`config.mk`:
```
export PLATFORM = sky130hd
export DESIGN_NAME = ssp_top
export DESIGN_NICKNAME = d
export VERILOG_FILES = /design/src/ssp_pkg.sv /design/src/ssp_sync.sv /design/src/ssp_top.sv
export SDC_FILE = /design/constraint.sdc
export NUM_CORES = 2
export LEC_CHECK = 0
export BUFFER_PORTS_ARGS = -buffer_cell sky130_fd_sc_hd__buf_4
export CORE_MARGIN = 3
export CORE_UTILIZATION = 57
export CTS_BUF_LIST = sky130_fd_sc_hd__clkbuf_16
export DETAILED_ROUTE_END_ITERATION = 16
export PLACE_DENSITY = 0.77
export SLEW_MARGIN = 20
export SYNTH_ARGS = -nofsm -noshare
export SYNTH_HDL_FRONTEND = slang
export SYNTH_SLANG_ARGS = --single-unit
```
`constraint.sdc`:
```
create_clock -name aclk -period 5.1 [get_ports aclk]
set_input_delay 0.51 -clock aclk [delete_from_list [all_inputs] [get_ports aclk]]
set_output_delay 0.51 -clock aclk [all_outputs]
set_load 0.1 [all_outputs]
```
`src/ssp_pkg.sv`:
```
// Shared constants and types for the stop and plausibility monitor
package ssp_pkg;
   localparam int AW = 8;
   localparam int DW = 32;
   // Register byte offsets
   localparam logic [7:0] A_CTRL = 8'h00;
   localparam logic [7:0] A_DELAY = 8'h04;
   localparam logic [7:0] A_STHR = 8'h08;
   localparam logic [7:0] A_TOL = 8'h0c;
   localparam logic [7:0] A_HYST = 8'h10;
   localparam logic [7:0] A_VCUT = 8'h14;
   localparam logic [7:0] A_VLIM = 8'h18;
   localparam logic [7:0] A_RATIO = 8'h1c;
   localparam logic [7:0] A_MASK = 8'h20;
   localparam logic [7:0] A_STAT = 8'h24;
   localparam logic [7:0] A_STATE = 8'h28;
   localparam logic [7:0] A_POS = 8'h2c;
   localparam logic [7:0] A_SPEED = 8'h30;
   localparam int NCFG = 9;
   localparam int I_CTRL = 0;
   localparam int I_DELAY = 1;
   localparam int I_STHR = 2;
   localparam int I_TOL = 3;
   localparam int I_HYST = 4;
   localparam int I_VCUT = 5;
   localparam int I_VLIM = 6;
   localparam int I_RATIO = 7;
   localparam int I_MASK = 8;
   // Control bits
   localparam int C_STOP = 0;
   localparam int C_IDX = 1;
   localparam int C_POLA = 2;
   localparam int C_POLB = 3;
   localparam int C_PROX = 4;
   localparam int C_AUXE = 5;
   // Status bits
   localparam int NSTAT = 4;
   localparam int S_POS = 0;
   localparam int S_PLS = 1;
   localparam int S_SHP = 2;
   localparam int S_AUX = 3;
   localparam logic [31:0] CFG_RST = 32'h0000_0000;
   localparam logic [1:0] RESP_OK = 2'b00;
   localparam logic [1:0] RESP_ERR = 2'b10;
   // Timing
   localparam int CLK_MHZ = 100;
   localparam int WIN_US = 1000;
   localparam int WIN_CYC = WIN_US * CLK_MHZ;
   localparam int MIN_FREQ_MHZ = 10;
   localparam longint MIN_CYC =
      longint'(1000) * 64'd1000000 * CLK_MHZ / MIN_FREQ_MHZ;
   // Ratio is unsigned 8.8, tolerance figures doubled
   localparam logic [15:0] RATIO_ONE = 16'h0100;
   localparam logic [3:0] TOL_HI_X2 = 4'hf;
   localparam logic [3:0] TOL_LO_X2 = 4'h9;
   typedef enum logic [1:0] {
      ST_IDLE = 2'b00,
      ST_BRAKE = 2'b01,
      ST_HOLD = 2'b11,
      ST_TRIP = 2'b10
   } ssp_stop_e;
endpackage

```
`src/ssp_sync.sv`:
```
// Two-flop synchroniser for asynchronous track inputs
`timescale 1ns/10ps
module ssp_sync #(
   parameter int W = 1
) (
   input wire logic aclk,            // Clock
   input wire logic aresetn,         // Sync reset, active low
   input wire logic [W-1:0] d,       // Asynchronous input
   output logic [W-1:0] q            // Synchronised output
);
   logic [W-1:0] s1_r;
   logic [W-1:0] s2_r;

   always_ff @(posedge aclk) begin
      if (!aresetn) begin
         s1_r <= '0;
         s2_r <= '0;
      end else begin
         s1_r <= d;
         s2_r <= s1_r;
      end
   end

   assign q = s2_r;
endmodule

```
`src/ssp_top.sv`:
```
// Controlled stop with standstill hold and track plausibility
// Function
// - On stop trigger, braking-ramp output goes off at once.
// - Hold start turns position output on; violation turns it and torque off.
// - Without threshold, hold starts exactly when braking delay expires.
// - With threshold, hold starts once speed falls below it.
// - During hold with encoder tracks, leaving the tolerance window removes torque.
// - Configurable hysteresis applies while a monitor output is on.
// - A validation cut-off frequency is held for proximity switches.
// - Below the cut-off, track plausibility checking is suspended.
// - Any of four polarity combinations is selectable for the tracks.
// - Auxiliary voltage is checked against upper and lower limits.
// - Alternatively auxiliary input is an encoder error, a sensor fault.
// - Index proximity switch checked against quadrature for broken shearpin.
// - Shearpin check only after minimum speed and tolerance elapsed.
// - Tolerance is 7.5 pulses scaled by ratio, or a fixed 4.5 pulses when ratio is below one.
// - Index handling is on or off by configuration.
`timescale 1ns/10ps
module ssp_top #(
   parameter int WIN_CYCLES = ssp_pkg::WIN_CYC,
   parameter longint MIN_CYCLES = ssp_pkg::MIN_CYC
) (
   input wire logic aclk,                         // Clock, 100 MHz
   input wire logic aresetn,                      // Sync reset, low
   input wire logic [ssp_pkg::AW-1:0] awaddr,     // Write address
   input wire logic awvalid,                      // Write addr valid
   output logic awready,                          // Write addr ready
   input wire logic [ssp_pkg::DW-1:0] wdata,      // Write data
   input wire logic [3:0] wstrb,                  // Byte enables
   input wire logic wvalid,                       // Write data valid
   output logic wready,                           // Write data ready
   output logic [1:0] bresp,                      // Write response
   output logic bvalid,                           // Response valid
   input wire logic bready,                       // Response ready
   input wire logic [ssp_pkg::AW-1:0] araddr,     // Read address
   input wire logic arvalid,                      // Read addr valid
   output logic arready,                          // Read addr ready
   output logic [ssp_pkg::DW-1:0] rdata,          // Read data
   output logic [1:0] rresp,                      // Read response
   output logic rvalid,                           // Read data valid
   input wire logic rready,                       // Read data ready
   input wire logic trk_a,                        // Track A pin
   input wire logic trk_b,                        // Track B pin
   input wire logic trk_z,                        // Index track pin
   input wire logic trk_aux,                      // Aux error pin
   input wire logic [11:0] aux_volt,              // Aux voltage code
   output logic brake_ramp_on,                    // High: no braking
   output logic pos_mon_on,                       // Position monitoring
   output logic torque_on,                        // Low: torque off
   output logic irq                               // Interrupt level
);
   import ssp_pkg::*;

   ////////////////////////////////////////////////////////////////////
   // Register bus
   logic [31:0] cfg_r [NCFG];
   logic [31:0] cfg_nxt [NCFG];
   logic [NSTAT-1:0] stat_r, stat_nxt, evt;
   logic aw_h_r, aw_h_nxt, w_h_r, w_h_nxt;
   logic [7:0] aw_a_r, aw_a_nxt;
   logic [31:0] w_d_r, w_d_nxt;
   logic [3:0] w_s_r, w_s_nxt;
   logic bv_r, bv_nxt, rv_r, rv_nxt;
   logic [1:0] br_r, br_nxt, rr_r, rr_nxt;
   logic [31:0] rd_r, rd_nxt;
   logic rd_stat;
   logic [31:0] pos_r;
   logic [15:0] speed_r;
   ssp_stop_e st_r, st_nxt;
   logic still_r, aux_ok_r, shp_arm_r;

   assign awready = !aw_h_r && !bv_r;
   assign wready = !w_h_r && !bv_r;
   assign arready = !rv_r;
   assign bvalid = bv_r;
   assign bresp = br_r;
   assign rvalid = rv_r;
   assign rresp = rr_r;
   assign rdata = rd_r;
   assign rd_stat = arvalid && arready && araddr == A_STAT;

   always_comb begin
      aw_h_nxt = aw_h_r;
      aw_a_nxt = aw_a_r;
      w_h_nxt = w_h_r;
      w_d_nxt = w_d_r;
      w_s_nxt = w_s_r;
      bv_nxt = bv_r && !bready;
      br_nxt = br_r;
      rv_nxt = rv_r && !rready;
      rr_nxt = rr_r;
      rd_nxt = rd_r;
      cfg_nxt = cfg_r;
      if (awvalid && awready) begin
         aw_h_nxt = 1'b1;
         aw_a_nxt = awaddr;
      end
      if (wvalid && wready) begin
         w_h_nxt = 1'b1;
         w_d_nxt = wdata;
         w_s_nxt = wstrb;
      end
      if (aw_h_r && w_h_r) begin
         aw_h_nxt = 1'b0;
         w_h_nxt = 1'b0;
         bv_nxt = 1'b1;
         br_nxt = RESP_OK;
         if (aw_a_r[1:0] == 2'b00 && aw_a_r <= A_MASK) begin
            for (int i = 0; i < 4; i++) begin
               if (w_s_r[i]) begin
                  cfg_nxt[aw_a_r[5:2]][8*i +: 8] = w_d_r[8*i +: 8];
               end
            end
         end else if (aw_a_r != A_STAT && aw_a_r != A_STATE &&
                      aw_a_r != A_POS && aw_a_r != A_SPEED) begin
            br_nxt = RESP_ERR;
         end
      end
      if (arvalid && arready) begin
         rv_nxt = 1'b1;
         rr_nxt = RESP_OK;
         rd_nxt = 32'h0000_0000;
         if (araddr[1:0] == 2'b00 && araddr <= A_MASK) begin
            rd_nxt = cfg_r[araddr[5:2]];
         end else if (araddr == A_STAT) begin
            rd_nxt = 32'(stat_r);
         end else if (araddr == A_STATE) begin
            rd_nxt = {25'h0, shp_arm_r, aux_ok_r, still_r,
                      st_r, torque_on, pos_mon_on};
         end else if (araddr == A_POS) begin
            rd_nxt = pos_r;
         end else if (araddr == A_SPEED) begin
            rd_nxt = {16'h0, speed_r};
         end else begin
            rr_nxt = RESP_ERR;
         end
      end
      // A new event wins over the clear by read
      stat_nxt = (rd_stat ? '0 : stat_r) | evt;
   end

   always_ff @(posedge aclk) begin
      if (!aresetn) begin
         aw_h_r <= 1'b0;
         aw_a_r <= 8'h00;
         w_h_r <= 1'b0;
         w_d_r <= 32'h0000_0000;
         w_s_r <= 4'h0;
         bv_r <= 1'b0;
         br_r <= RESP_OK;
         rv_r <= 1'b0;
         rr_r <= RESP_OK;
         rd_r <= 32'h0000_0000;
         stat_r <= '0;
         for (int i = 0; i < NCFG; i++) begin
            cfg_r[i] <= CFG_RST;
         end
      end else begin
         aw_h_r <= aw_h_nxt;
         aw_a_r <= aw_a_nxt;
         w_h_r <= w_h_nxt;
         w_d_r <= w_d_nxt;
         w_s_r <= w_s_nxt;
         bv_r <= bv_nxt;
         br_r <= br_nxt;
         rv_r <= rv_nxt;
         rr_r <= rr_nxt;
         rd_r <= rd_nxt;
         stat_r <= stat_nxt;
         cfg_r <= cfg_nxt;
      end
   end

   assign irq = |(stat_r & cfg_r[I_MASK][NSTAT-1:0]);

   ////////////////////////////////////////////////////////////////////
   // Track capture and counting
   logic [3:0] trk_s;
   logic a, b, z, a_p_r, b_p_r, z_p_r, da, db, a_rise, z_rise;
   logic [31:0] ctrl, vlim;
   logic [15:0] ratio, thr, hyst, vcut;
   logic prox, ge_one;

   ssp_sync #(.W(4)) u_sync (
      .aclk(aclk),
      .aresetn(aresetn),
      .d({trk_aux, trk_z, trk_b, trk_a}),
      .q(trk_s)
   );

   assign ctrl = cfg_r[I_CTRL];
   assign vlim = cfg_r[I_VLIM];
   assign thr = cfg_r[I_STHR][15:0];
   assign hyst = cfg_r[I_HYST][15:0];
   assign vcut = cfg_r[I_VCUT][15:0];
   assign ratio = cfg_r[I_RATIO][15:0];
   assign prox = ctrl[C_PROX];
   assign ge_one = ratio >= RATIO_ONE;
   assign a = trk_s[0] ^ ctrl[C_POLA];
   assign b = trk_s[1] ^ ctrl[C_POLB];
   assign z = trk_s[2] && ctrl[C_IDX];
   assign da = a ^ a_p_r;
   assign db = b ^ b_p_r;
   assign a_rise = a && !a_p_r;
   assign z_rise = z && !z_p_r;

   logic [31:0] pos_nxt, win_r, win_nxt;
   logic [15:0] edg_r, edg_nxt, speed_nxt, ab_r, ab_nxt;
   logic [35:0] idle_r, idle_nxt;

   always_comb begin
      pos_nxt = pos_r;
      if ((da ^ db) && !prox) begin
         pos_nxt = (a ^ b_p_r) ? pos_r + 32'h1 : pos_r - 32'h1;
      end
      edg_nxt = (da || db) && edg_r != 16'hffff ? edg_r + 16'h1 : edg_r;
      win_nxt = win_r + 32'h1;
      speed_nxt = speed_r;
      if (win_r >= 32'(WIN_CYCLES - 1)) begin
         win_nxt = 32'h0;
         speed_nxt = edg_nxt;
         edg_nxt = 16'h0;
      end
      // Time since last edge on the side that sets minimum speed
      idle_nxt = idle_r != 36'hf_ffff_ffff ? idle_r + 36'h1 : idle_r;
      if (ge_one ? z_rise : (da || db)) begin
         idle_nxt = 36'h0;
      end
      ab_nxt = a_rise && ab_r != 16'hffff ? ab_r + 16'h1 : ab_r;
      if (z_rise) begin
         ab_nxt = 16'h0;
      end
   end

   always_ff @(posedge aclk) begin
      if (!aresetn) begin
         a_p_r <= 1'b0;
         b_p_r <= 1'b0;
         z_p_r <= 1'b0;
         pos_r <= 32'h0;
         edg_r <= 16'h0;
         win_r <= 32'h0;
         speed_r <= 16'h0;
         idle_r <= 36'hf_ffff_ffff;
         ab_r <= 16'h0;
      end else begin
         a_p_r <= a;
         b_p_r <= b;
         z_p_r <= z;
         pos_r <= pos_nxt;
         edg_r <= edg_nxt;
         win_r <= win_nxt;
         speed_r <= speed_nxt;
         idle_r <= idle_nxt;
         ab_r <= ab_nxt;
      end
   end

   ////////////////////////////////////////////////////////////////////
   // Plausibility, shearpin and auxiliary checks
   logic pls_err, shp_err, aux_err, tol_exc, still_nxt, aux_ok_nxt;
   logic min_ok, arm_nxt;
   logic [16:0] thr_up, vhi, vlo;

   assign pls_err = speed_r >= vcut &&
      (prox ? (!a && !b) : (da && db));
   assign min_ok = idle_r < 36'(MIN_CYCLES);
   assign tol_exc = ge_one ? {ab_r, 9'h0} > 25'(ratio) * 25'(TOL_HI_X2)
      : {ab_r, 1'b0} > 17'(TOL_LO_X2);
   assign arm_nxt = ctrl[C_IDX] && min_ok;
   assign shp_err = shp_arm_r && arm_nxt && a_rise && tol_exc;
   assign thr_up = {1'b0, thr} + {1'b0, hyst};
   assign vhi = {5'h0, vlim[27:16]} + (aux_ok_r ? {1'b0, hyst} : 17'h0);
   assign vlo = {5'h0, vlim[11:0]};
   assign aux_err = ctrl[C_AUXE] ? trk_s[3] : !aux_ok_r;
   assign evt[S_PLS] = pls_err;
   assign evt[S_SHP] = shp_err;
   assign evt[S_AUX] = aux_err;
   assign evt[S_POS] = st_r == ST_HOLD && st_nxt == ST_TRIP;

   always_comb begin
      // Standstill latched until speed rises past threshold plus band
      still_nxt = still_r ? ({1'b0, speed_r} <= thr_up)
         : (speed_r < thr);
      // While in range, band widens the limits before flagging
      aux_ok_nxt = {5'h0, aux_volt} <= vhi &&
         ({5'h0, aux_volt} + (aux_ok_r ? {1'b0, hyst} : 17'h0)) >= vlo;
   end

   always_ff @(posedge aclk) begin
      if (!aresetn) begin
         still_r <= 1'b0;
         aux_ok_r <= 1'b1;
         shp_arm_r <= 1'b0;
      end else begin
         still_r <= still_nxt;
         aux_ok_r <= aux_ok_nxt;
         shp_arm_r <= arm_nxt;
      end
   end

   ////////////////////////////////////////////////////////////////////
   // Controlled stop sequence
   logic [31:0] dly_r, dly_nxt, hold_r, hold_nxt, dev, lim;
   logic [32:0] dly_inc;
   logic go_hold, pos_out;

   assign dly_inc = {1'b0, dly_r} + 33'h1;
   // Delay expiry always ends braking; a threshold may end it sooner
   assign go_hold = dly_inc >= {1'b0, cfg_r[I_DELAY]} ||
      (thr != 16'h0 && still_r);
   assign dev = pos_r - hold_r;
   assign lim = cfg_r[I_TOL] + {16'h0, hyst};
   assign pos_out = (dev[31] ? 32'h0 - dev : dev) > lim;

   always_comb begin
      st_nxt = st_r;
      dly_nxt = st_r == ST_BRAKE ? dly_inc[31:0] : 32'h0;
      hold_nxt = hold_r;
      unique case (st_r)
         ST_IDLE: begin
            if (ctrl[C_STOP]) begin
               st_nxt = ST_BRAKE;
            end
         end
         ST_BRAKE: begin
            if (go_hold) begin
               st_nxt = ST_HOLD;
               hold_nxt = pos_r;
            end
         end
         ST_HOLD: begin
            if (pos_out) begin
               st_nxt = ST_TRIP;
            end
         end
         ST_TRIP: begin
            st_nxt = ST_TRIP;
         end
      endcase
      if (!ctrl[C_STOP]) begin
         st_nxt = ST_IDLE;
      end
   end

   always_ff @(posedge aclk) begin
      if (!aresetn) begin
         st_r <= ST_IDLE;
         dly_r <= 32'h0;
         hold_r <= 32'h0;
      end else begin
         st_r <= st_nxt;
         dly_r <= dly_nxt;
         hold_r <= hold_nxt;
      end
   end

   assign brake_ramp_on = st_r == ST_IDLE;
   assign pos_mon_on = st_r == ST_HOLD;
   assign torque_on = st_r != ST_TRIP;
endmodule

```
==> Word-level counts from Yosys, hierarchy flattened <==
Cells that the tools add are included.
{ "word_totals": {"out_inout_bits": 45, "regBits": 604, "input_bits": 75, "elab_cells": 207} }
{ "classes": {"muxes": 55, "n_bitwise": 11, "reduce_logical": 57, "n_mul": 1, "order_cmp": 17, "n_addsub": 13, "n_eq_ne": 16} }
{ "ops": {"columns": ["op", "n"], "rows": [
  ["2-to-1 mux 288 bit", 10],
  ["bitwise mux 288 bit", 4],
  ["demux 32 bit (select 4 bit)", 4],
  ["2-to-1 mux 32 bit", 9],
  ["binary-select mux 32 bit (select 4 bit)", 1],
  ["2-to-1 mux 36 bit", 2],
  ["adder 32 x 1 -> 32 bit, second input constant", 2],
  ["2-to-1 mux 16 bit", 4],
  ["adder 36 x 1 -> 36 bit, second input constant", 1],
  ["less-than comparator 36 x 34 -> 1 bit, second input constant", 1],
  ["!= test 36 bit, second input constant", 1],
  ["adder 32 x 1 -> 33 bit, second input constant", 1],
  [">= comparator 33 x 32 -> 1 bit", 1],
  ["adder 16 x 1 -> 16 bit, second input constant", 2],
  ["adder 32 x 16 -> 32 bit", 1],
  ["equality test 8 x 6 -> 1 bit, second input constant", 4],
  [">= comparator 32 x 17 -> 1 bit, second input constant", 1],
  ["greater-than comparator 32 bit", 1],
  ["!= test 16 bit, second input constant", 2],
  ["!= test 8 x 6 -> 1 bit, second input constant", 4],
  ["subtractor 1 x 32 -> 32 bit, first input constant", 1],
  ["subtractor 32 x 1 -> 32 bit, second input constant", 1],
  ["subtractor 32 bit", 1],
  ["logical AND 1 bit", 31],
  ["other kinds (37)", 80]
]} }

==> Logic depth before layout (Yosys ltp) <==
{ "logic_depth": {"ltp_word": 19, "depth_mapped": 25} }

==> By module <==
From an unflattened synthesis, not the netlist that was laid out.
{ "unflattened": {"hier_cells": 4466, "area_unflattened_um2": 37009.2} }
{ "modules_own_cells": {"columns": ["mod", "cells_per_inst", "instances", "area_per_inst_um2"], "rows": [
  ["ssp_top", 4450, 1, 36799.0],
  ["ssp_sync", 16, 1, 210.2]
]} }

==> Least setup slack after synthesis <==
Ideal clock, no wire load.
{ "synth_timing": {"path_type": "register -> register", "from": "register cfg_r[34] in the netlist's numbering", "to": "register stat_r[2]", "required_ps": 5026, "setup_slack_ps": -36, "period_less_slack_ps": 5136, "arrival_time_ps": 5061, "path_stages_with_launch": 23, "path_cell_list": "dfxtp_1 -> fa_1 -> fa_1 -> fa_1 -> a21o_1 -> a21oi_1 -> o21bai_1 -> a21o_1 -> a21oi_1 -> o21ai_0 -> o41ai_1 -> o211ai_1 -> a21oi_1 -> xor2_1 -> ha_1 -> nand3_1 -> nor3_1 -> nand3_1 -> or4_1 -> nor3_1 -> o22a_1 -> o21ai_0 -> o21ai_0"} }
{ "synth_between": {"elab_chain_cells": 5, "word_cells_on_any_way": 6} }
{ "synth_lines": {"columns": ["element", "line_no", "rtl"], "rows": [
  ["start: declaration", "ssp_top.sv:56", "logic [31:0] cfg_r [NCFG];"],
  ["start signal: assignment", "ssp_top.sv:170", "cfg_r <= cfg_nxt;"],
  ["multiplier 16 x 4 -> 20 bit", "ssp_top.sv:268", "assign tol_exc = ge_one ? {ab_r, 9'h0} > 25'(ratio) * 25'(TOL_HI_X2)"],
  ["greater-than comparator 25 x 20 -> 1 bit", "ssp_top.sv:268", null],
  ["2-to-1 mux 1 bit *", "ssp_top.sv:268", null],
  ["logical AND 1 bit *", "ssp_top.sv:271", "assign shp_err = shp_arm_r && arm_nxt && a_rise && tol_exc;"],
  ["OR 4 bit *", "ssp_top.sv:139", "stat_nxt = (rd_stat ? '0 : stat_r) | evt;"],
  ["end signal: assignment", "ssp_top.sv:169", "stat_r <= stat_nxt;"],
  ["end: declaration", "ssp_top.sv:58", "logic [NSTAT-1:0] stat_r, stat_nxt, evt;"]
]} }
Every way passes the cells marked *; elsewhere a longest branch is shown, timed or not.
A chain may end at the register's enable or synchronous reset.

==> Worst setup path after layout <==
Ends and elaborated chain as after synthesis.

==> impl_metrics.csv <==
group,metric,value,unit
job,max-cap-violations,0,
logic_synthesis,synth_cell_types,86,
global_route,grt-ovfl-total,0,
placed_design,gp_congestion,0.944,
drt,avgViaCountPerCell,6.08,
logic_synthesis,synth_flop_cell,"dfxtp_1",
clocking,root_buffer,"clkbuf_16",
drt,ant_nets,0,
cells_and_area,syn_to_final_growth,12.1,%
drt,highest_layer,"met5",
worst_setup_path,path_buf_inv,1,
drt,drc,0,
logic_synthesis,synthCells,4475,
global_route,antenna_found_initial,2,
global_route,grtUsageTotal,31.0,%
worst_setup_path,critical_path_required,5.61,ns
floorplan,die_x,261,um
cells_and_area,final_util,65.2,%
placed_design,place_area,0.0390,sq mm
sta,clock_skew,0.0377,ns
global_route,grt_pass1_vias,31065,
sta,fin_crit,5.10,ns
min_path,hold_class,"primary input to register",
pwr,p_leak,16.2,nW
drt,wl_per_cell,19.6,um
cells_and_area,layout-drive-gt1-share,11.1,%
worst_setup_path,critPathTopFamily,"compound AO/OA/AOI/OAI gates",
outcome,violations,"negative setup slack",
pwr,totalPowerFinal,17.3,mW
clocking,htreeDepth,3,
sta,setup_violations,1,
sta,rsz0062_at_grt,"yes",
worst_setup_path,crit_chain,"fa_1 > fa_1 > fa_2 > a21o_1 > a21oi_2 > o21bai_1 > a21o_1 > a21oi_2 > o21ai_2 > o41ai_2 > buf_4 > o211ai_1 > a21oi_1 > xor2_1 > ha_1 > nand3_2 > nor3_2 > nand3_1 > or4_4 > o22a_1 > o21ai_1 > o21ai_1",
floorplan,core,0.0637,sq mm
logic_synthesis,avgSynthCellArea,8.27,sq um
floorplan,ios,120,
drt,wl_met2,46400,um
worst_setup_path,crit_type,"register to register",
placed_design,portBuffers,117,
drt,firstDrtPassIters,6,
cells_and_area,final_area,0.0415,sq mm
drt,finalWirelength,107000,um
floorplan,rows,92,
outcome,status,"complete, but fails checks",
cells_and_area,mostFrequentLayoutCells,"nand2_1 (647), dfxtp_1 (600), a21oi_1 (483)",
worst_setup_path,crit_fanout,4,
cells_and_area,diodes,0,
clocking,cts-buffers-inserted,67,
worst_setup_path,crit_arrival,5.61,ns
logic_synthesis,yosysSeqAreaShare,32.6,%
clocking,cts_tree,"yes",
logic_synthesis,synth_async_sr_flop_share,0,%
logic_synthesis,syn_area,0.0370,sq mm
sta,finalWorstSetupSlack,-0.00203,ns
cells_and_area,nets,4976,
pwr,irDropWorstVdd,0.356,mV
sta,slew_headroom,21.9,%
pwr,p_per_area,417,mW/mm^2
drt,initialDrtViolationCount,3698,
sta,hold_violations,0,
drt,wl_met3,10400,um
drt,m1WireLength,45800,um
sta,final_max_slew_viol_count,0,
worst_setup_path,cpMaxStageDelayCell,"fa_1",
floorplan,start_util,58.1,%
worst_setup_path,end_kind,"register",
clocking,worstSkewPairLatency,0.64,ns
global_route,grt_pass1_wl,169000,um
worst_setup_path,critPathMaxStageDelay,0.58,ns
logic_synthesis,synth-seq-cells,602,
clocking,postCtsHoldBufs,0,
floorplan,die_area,0.0680,sq mm
placed_design,hpwl,76300,um
worst_setup_path,critPathLaunchType,"register",
clocking,cts_max_path_buffers,3,
floorplan,dieHeight,261,um
logic_synthesis,synth_edf_count,0,
placed_design,pre_cts_slack,-0.286,ns
clocking,clkTransAtPathRegs,0.06,ns
sta,worst-slew-pin-transition,1.17,ns
cells_and_area,layout.cells.most_common,"nand2_1",
global_route,grt_max_degree,207,
clocking,cts_num_sinks,602,
sta,max_freq,0.196,GHz
logic_synthesis,synth-warning-count,0,
sta,fin_crit_sh,100,%
drt,num_vias,33168,
-- layout make-up --
type,instances,area [sq um]
clock inverter,56,515
multi-input combinational,3456,23600
fill,5270,22200
sequential,602,12100
inverter,187,709
clock buffer,67,1680
timing repair buffer,245,1870
tap,846,1060
-- power by group --
group / switching, mW / internal [mW]
sequential: 0.242 / 4.87
combinational: 4.13 / 3.25
clock: 2.12 / 2.70
total: 6.50 / 10.8
-- metal layers --
| layer | GRT usage, % | vias to the layer above |
|---|---|---|
| li1 | - | 15981 |
| met1 | 43.3 | 15526 |
| met2 | 47.4 | 1397 |
| met3 | 5.90 | 260 |
| met4 | 12.1 | 4 |
| met5 | 0 | - |
-- per-stage QoR --
stage	cells	TNS [ns]	hold slack (ns)
final	5459	-0.00203	0.0773
after global routing	5459	-0.288	0.0865
after CTS	5449	0	0.0541
after detailed placement	5322	-0.406	0.427
after global placement	5322	-0.116	0.433
after floorplan	4491	0	0.412
-- cells by family (layout without fill, tap and decap cells) --
family / count (synthesis) / after routing / share of synthesized area (%)
flops: 602 / 602 / 32.6
buf+inv: 433 / 555 / 4.51
simple gates: 1661 / 1661 / 21.2
xor+xnor: 252 / 252 / 5.96
fa+ha+maj: 342 / 342 / 12.3
mux: 193 / 193 / 7.42
other cells: 1 / 17 / 0.0101
compound gates: 991 / 991 / 16.1
-- state kept, by name, indices dropped and copies added, names as in the netlist, 8 cells and up --
name / flops
cfg_r: 224
idle_r: 36
ctrl: 32
dly_r: 32
hold_r: 32
pos_r: 32
rdata: 32
vlim: 32
w_d_r: 32
win_r: 32
ab_r: 16
edg_r: 16
speed_r: 16
aw_a_r: 8
-- repair_timing --
item,CTS,global route
pin swaps,10,28
endpoints found under the setup margin,3,3
buffers inserted,4,9
gates resized for setup,16,31
-- Yosys cell counts, types with 11 or more instances --
cell type	count	area (sq um)
o21ai_0	164	821
nor4_1	25	156
ha_1	307	3840
o21a_1	33	248
and2_1	45	282
or2_2	13	81.3
or3_1	24	150
o21bai_1	22	165
nor2b_1	75	469
a21oi_1	490	2450
nand3_1	351	1760
a211oi_1	25	188
xor2_1	117	1020
nand2_1	648	2430
a221oi_1	31	272
nand4_1	54	338
mux2i_1	118	1180
xnor2_1	135	1180
a21o_1	86	646
a31oi_1	26	163
nand2b_1	25	156
and3_1	58	363
mux4_2	64	1440
clkbuf_1	221	830
buf_1	14	52.6
nor3_1	61	305
mux2_2	11	124
dfxtp_1	602	12100
inv_1	187	702
fa_1	35	701
nor2_1	234	878
-- final timing paths --
path | start | to | slack [ns] | cells after the start
max | cfg_r[34] | stat_r[2] | -0.002 | 22
min | rready | rvalid | 0.08 | 2
max reg2reg | cfg_r[34] | stat_r[2] | -0.002 | 22
min reg2reg | u_sync.s1_r[2] | u_sync.q[2] | 0.44 | 1
No activity file was read; power rests on OpenSTA's default activity.
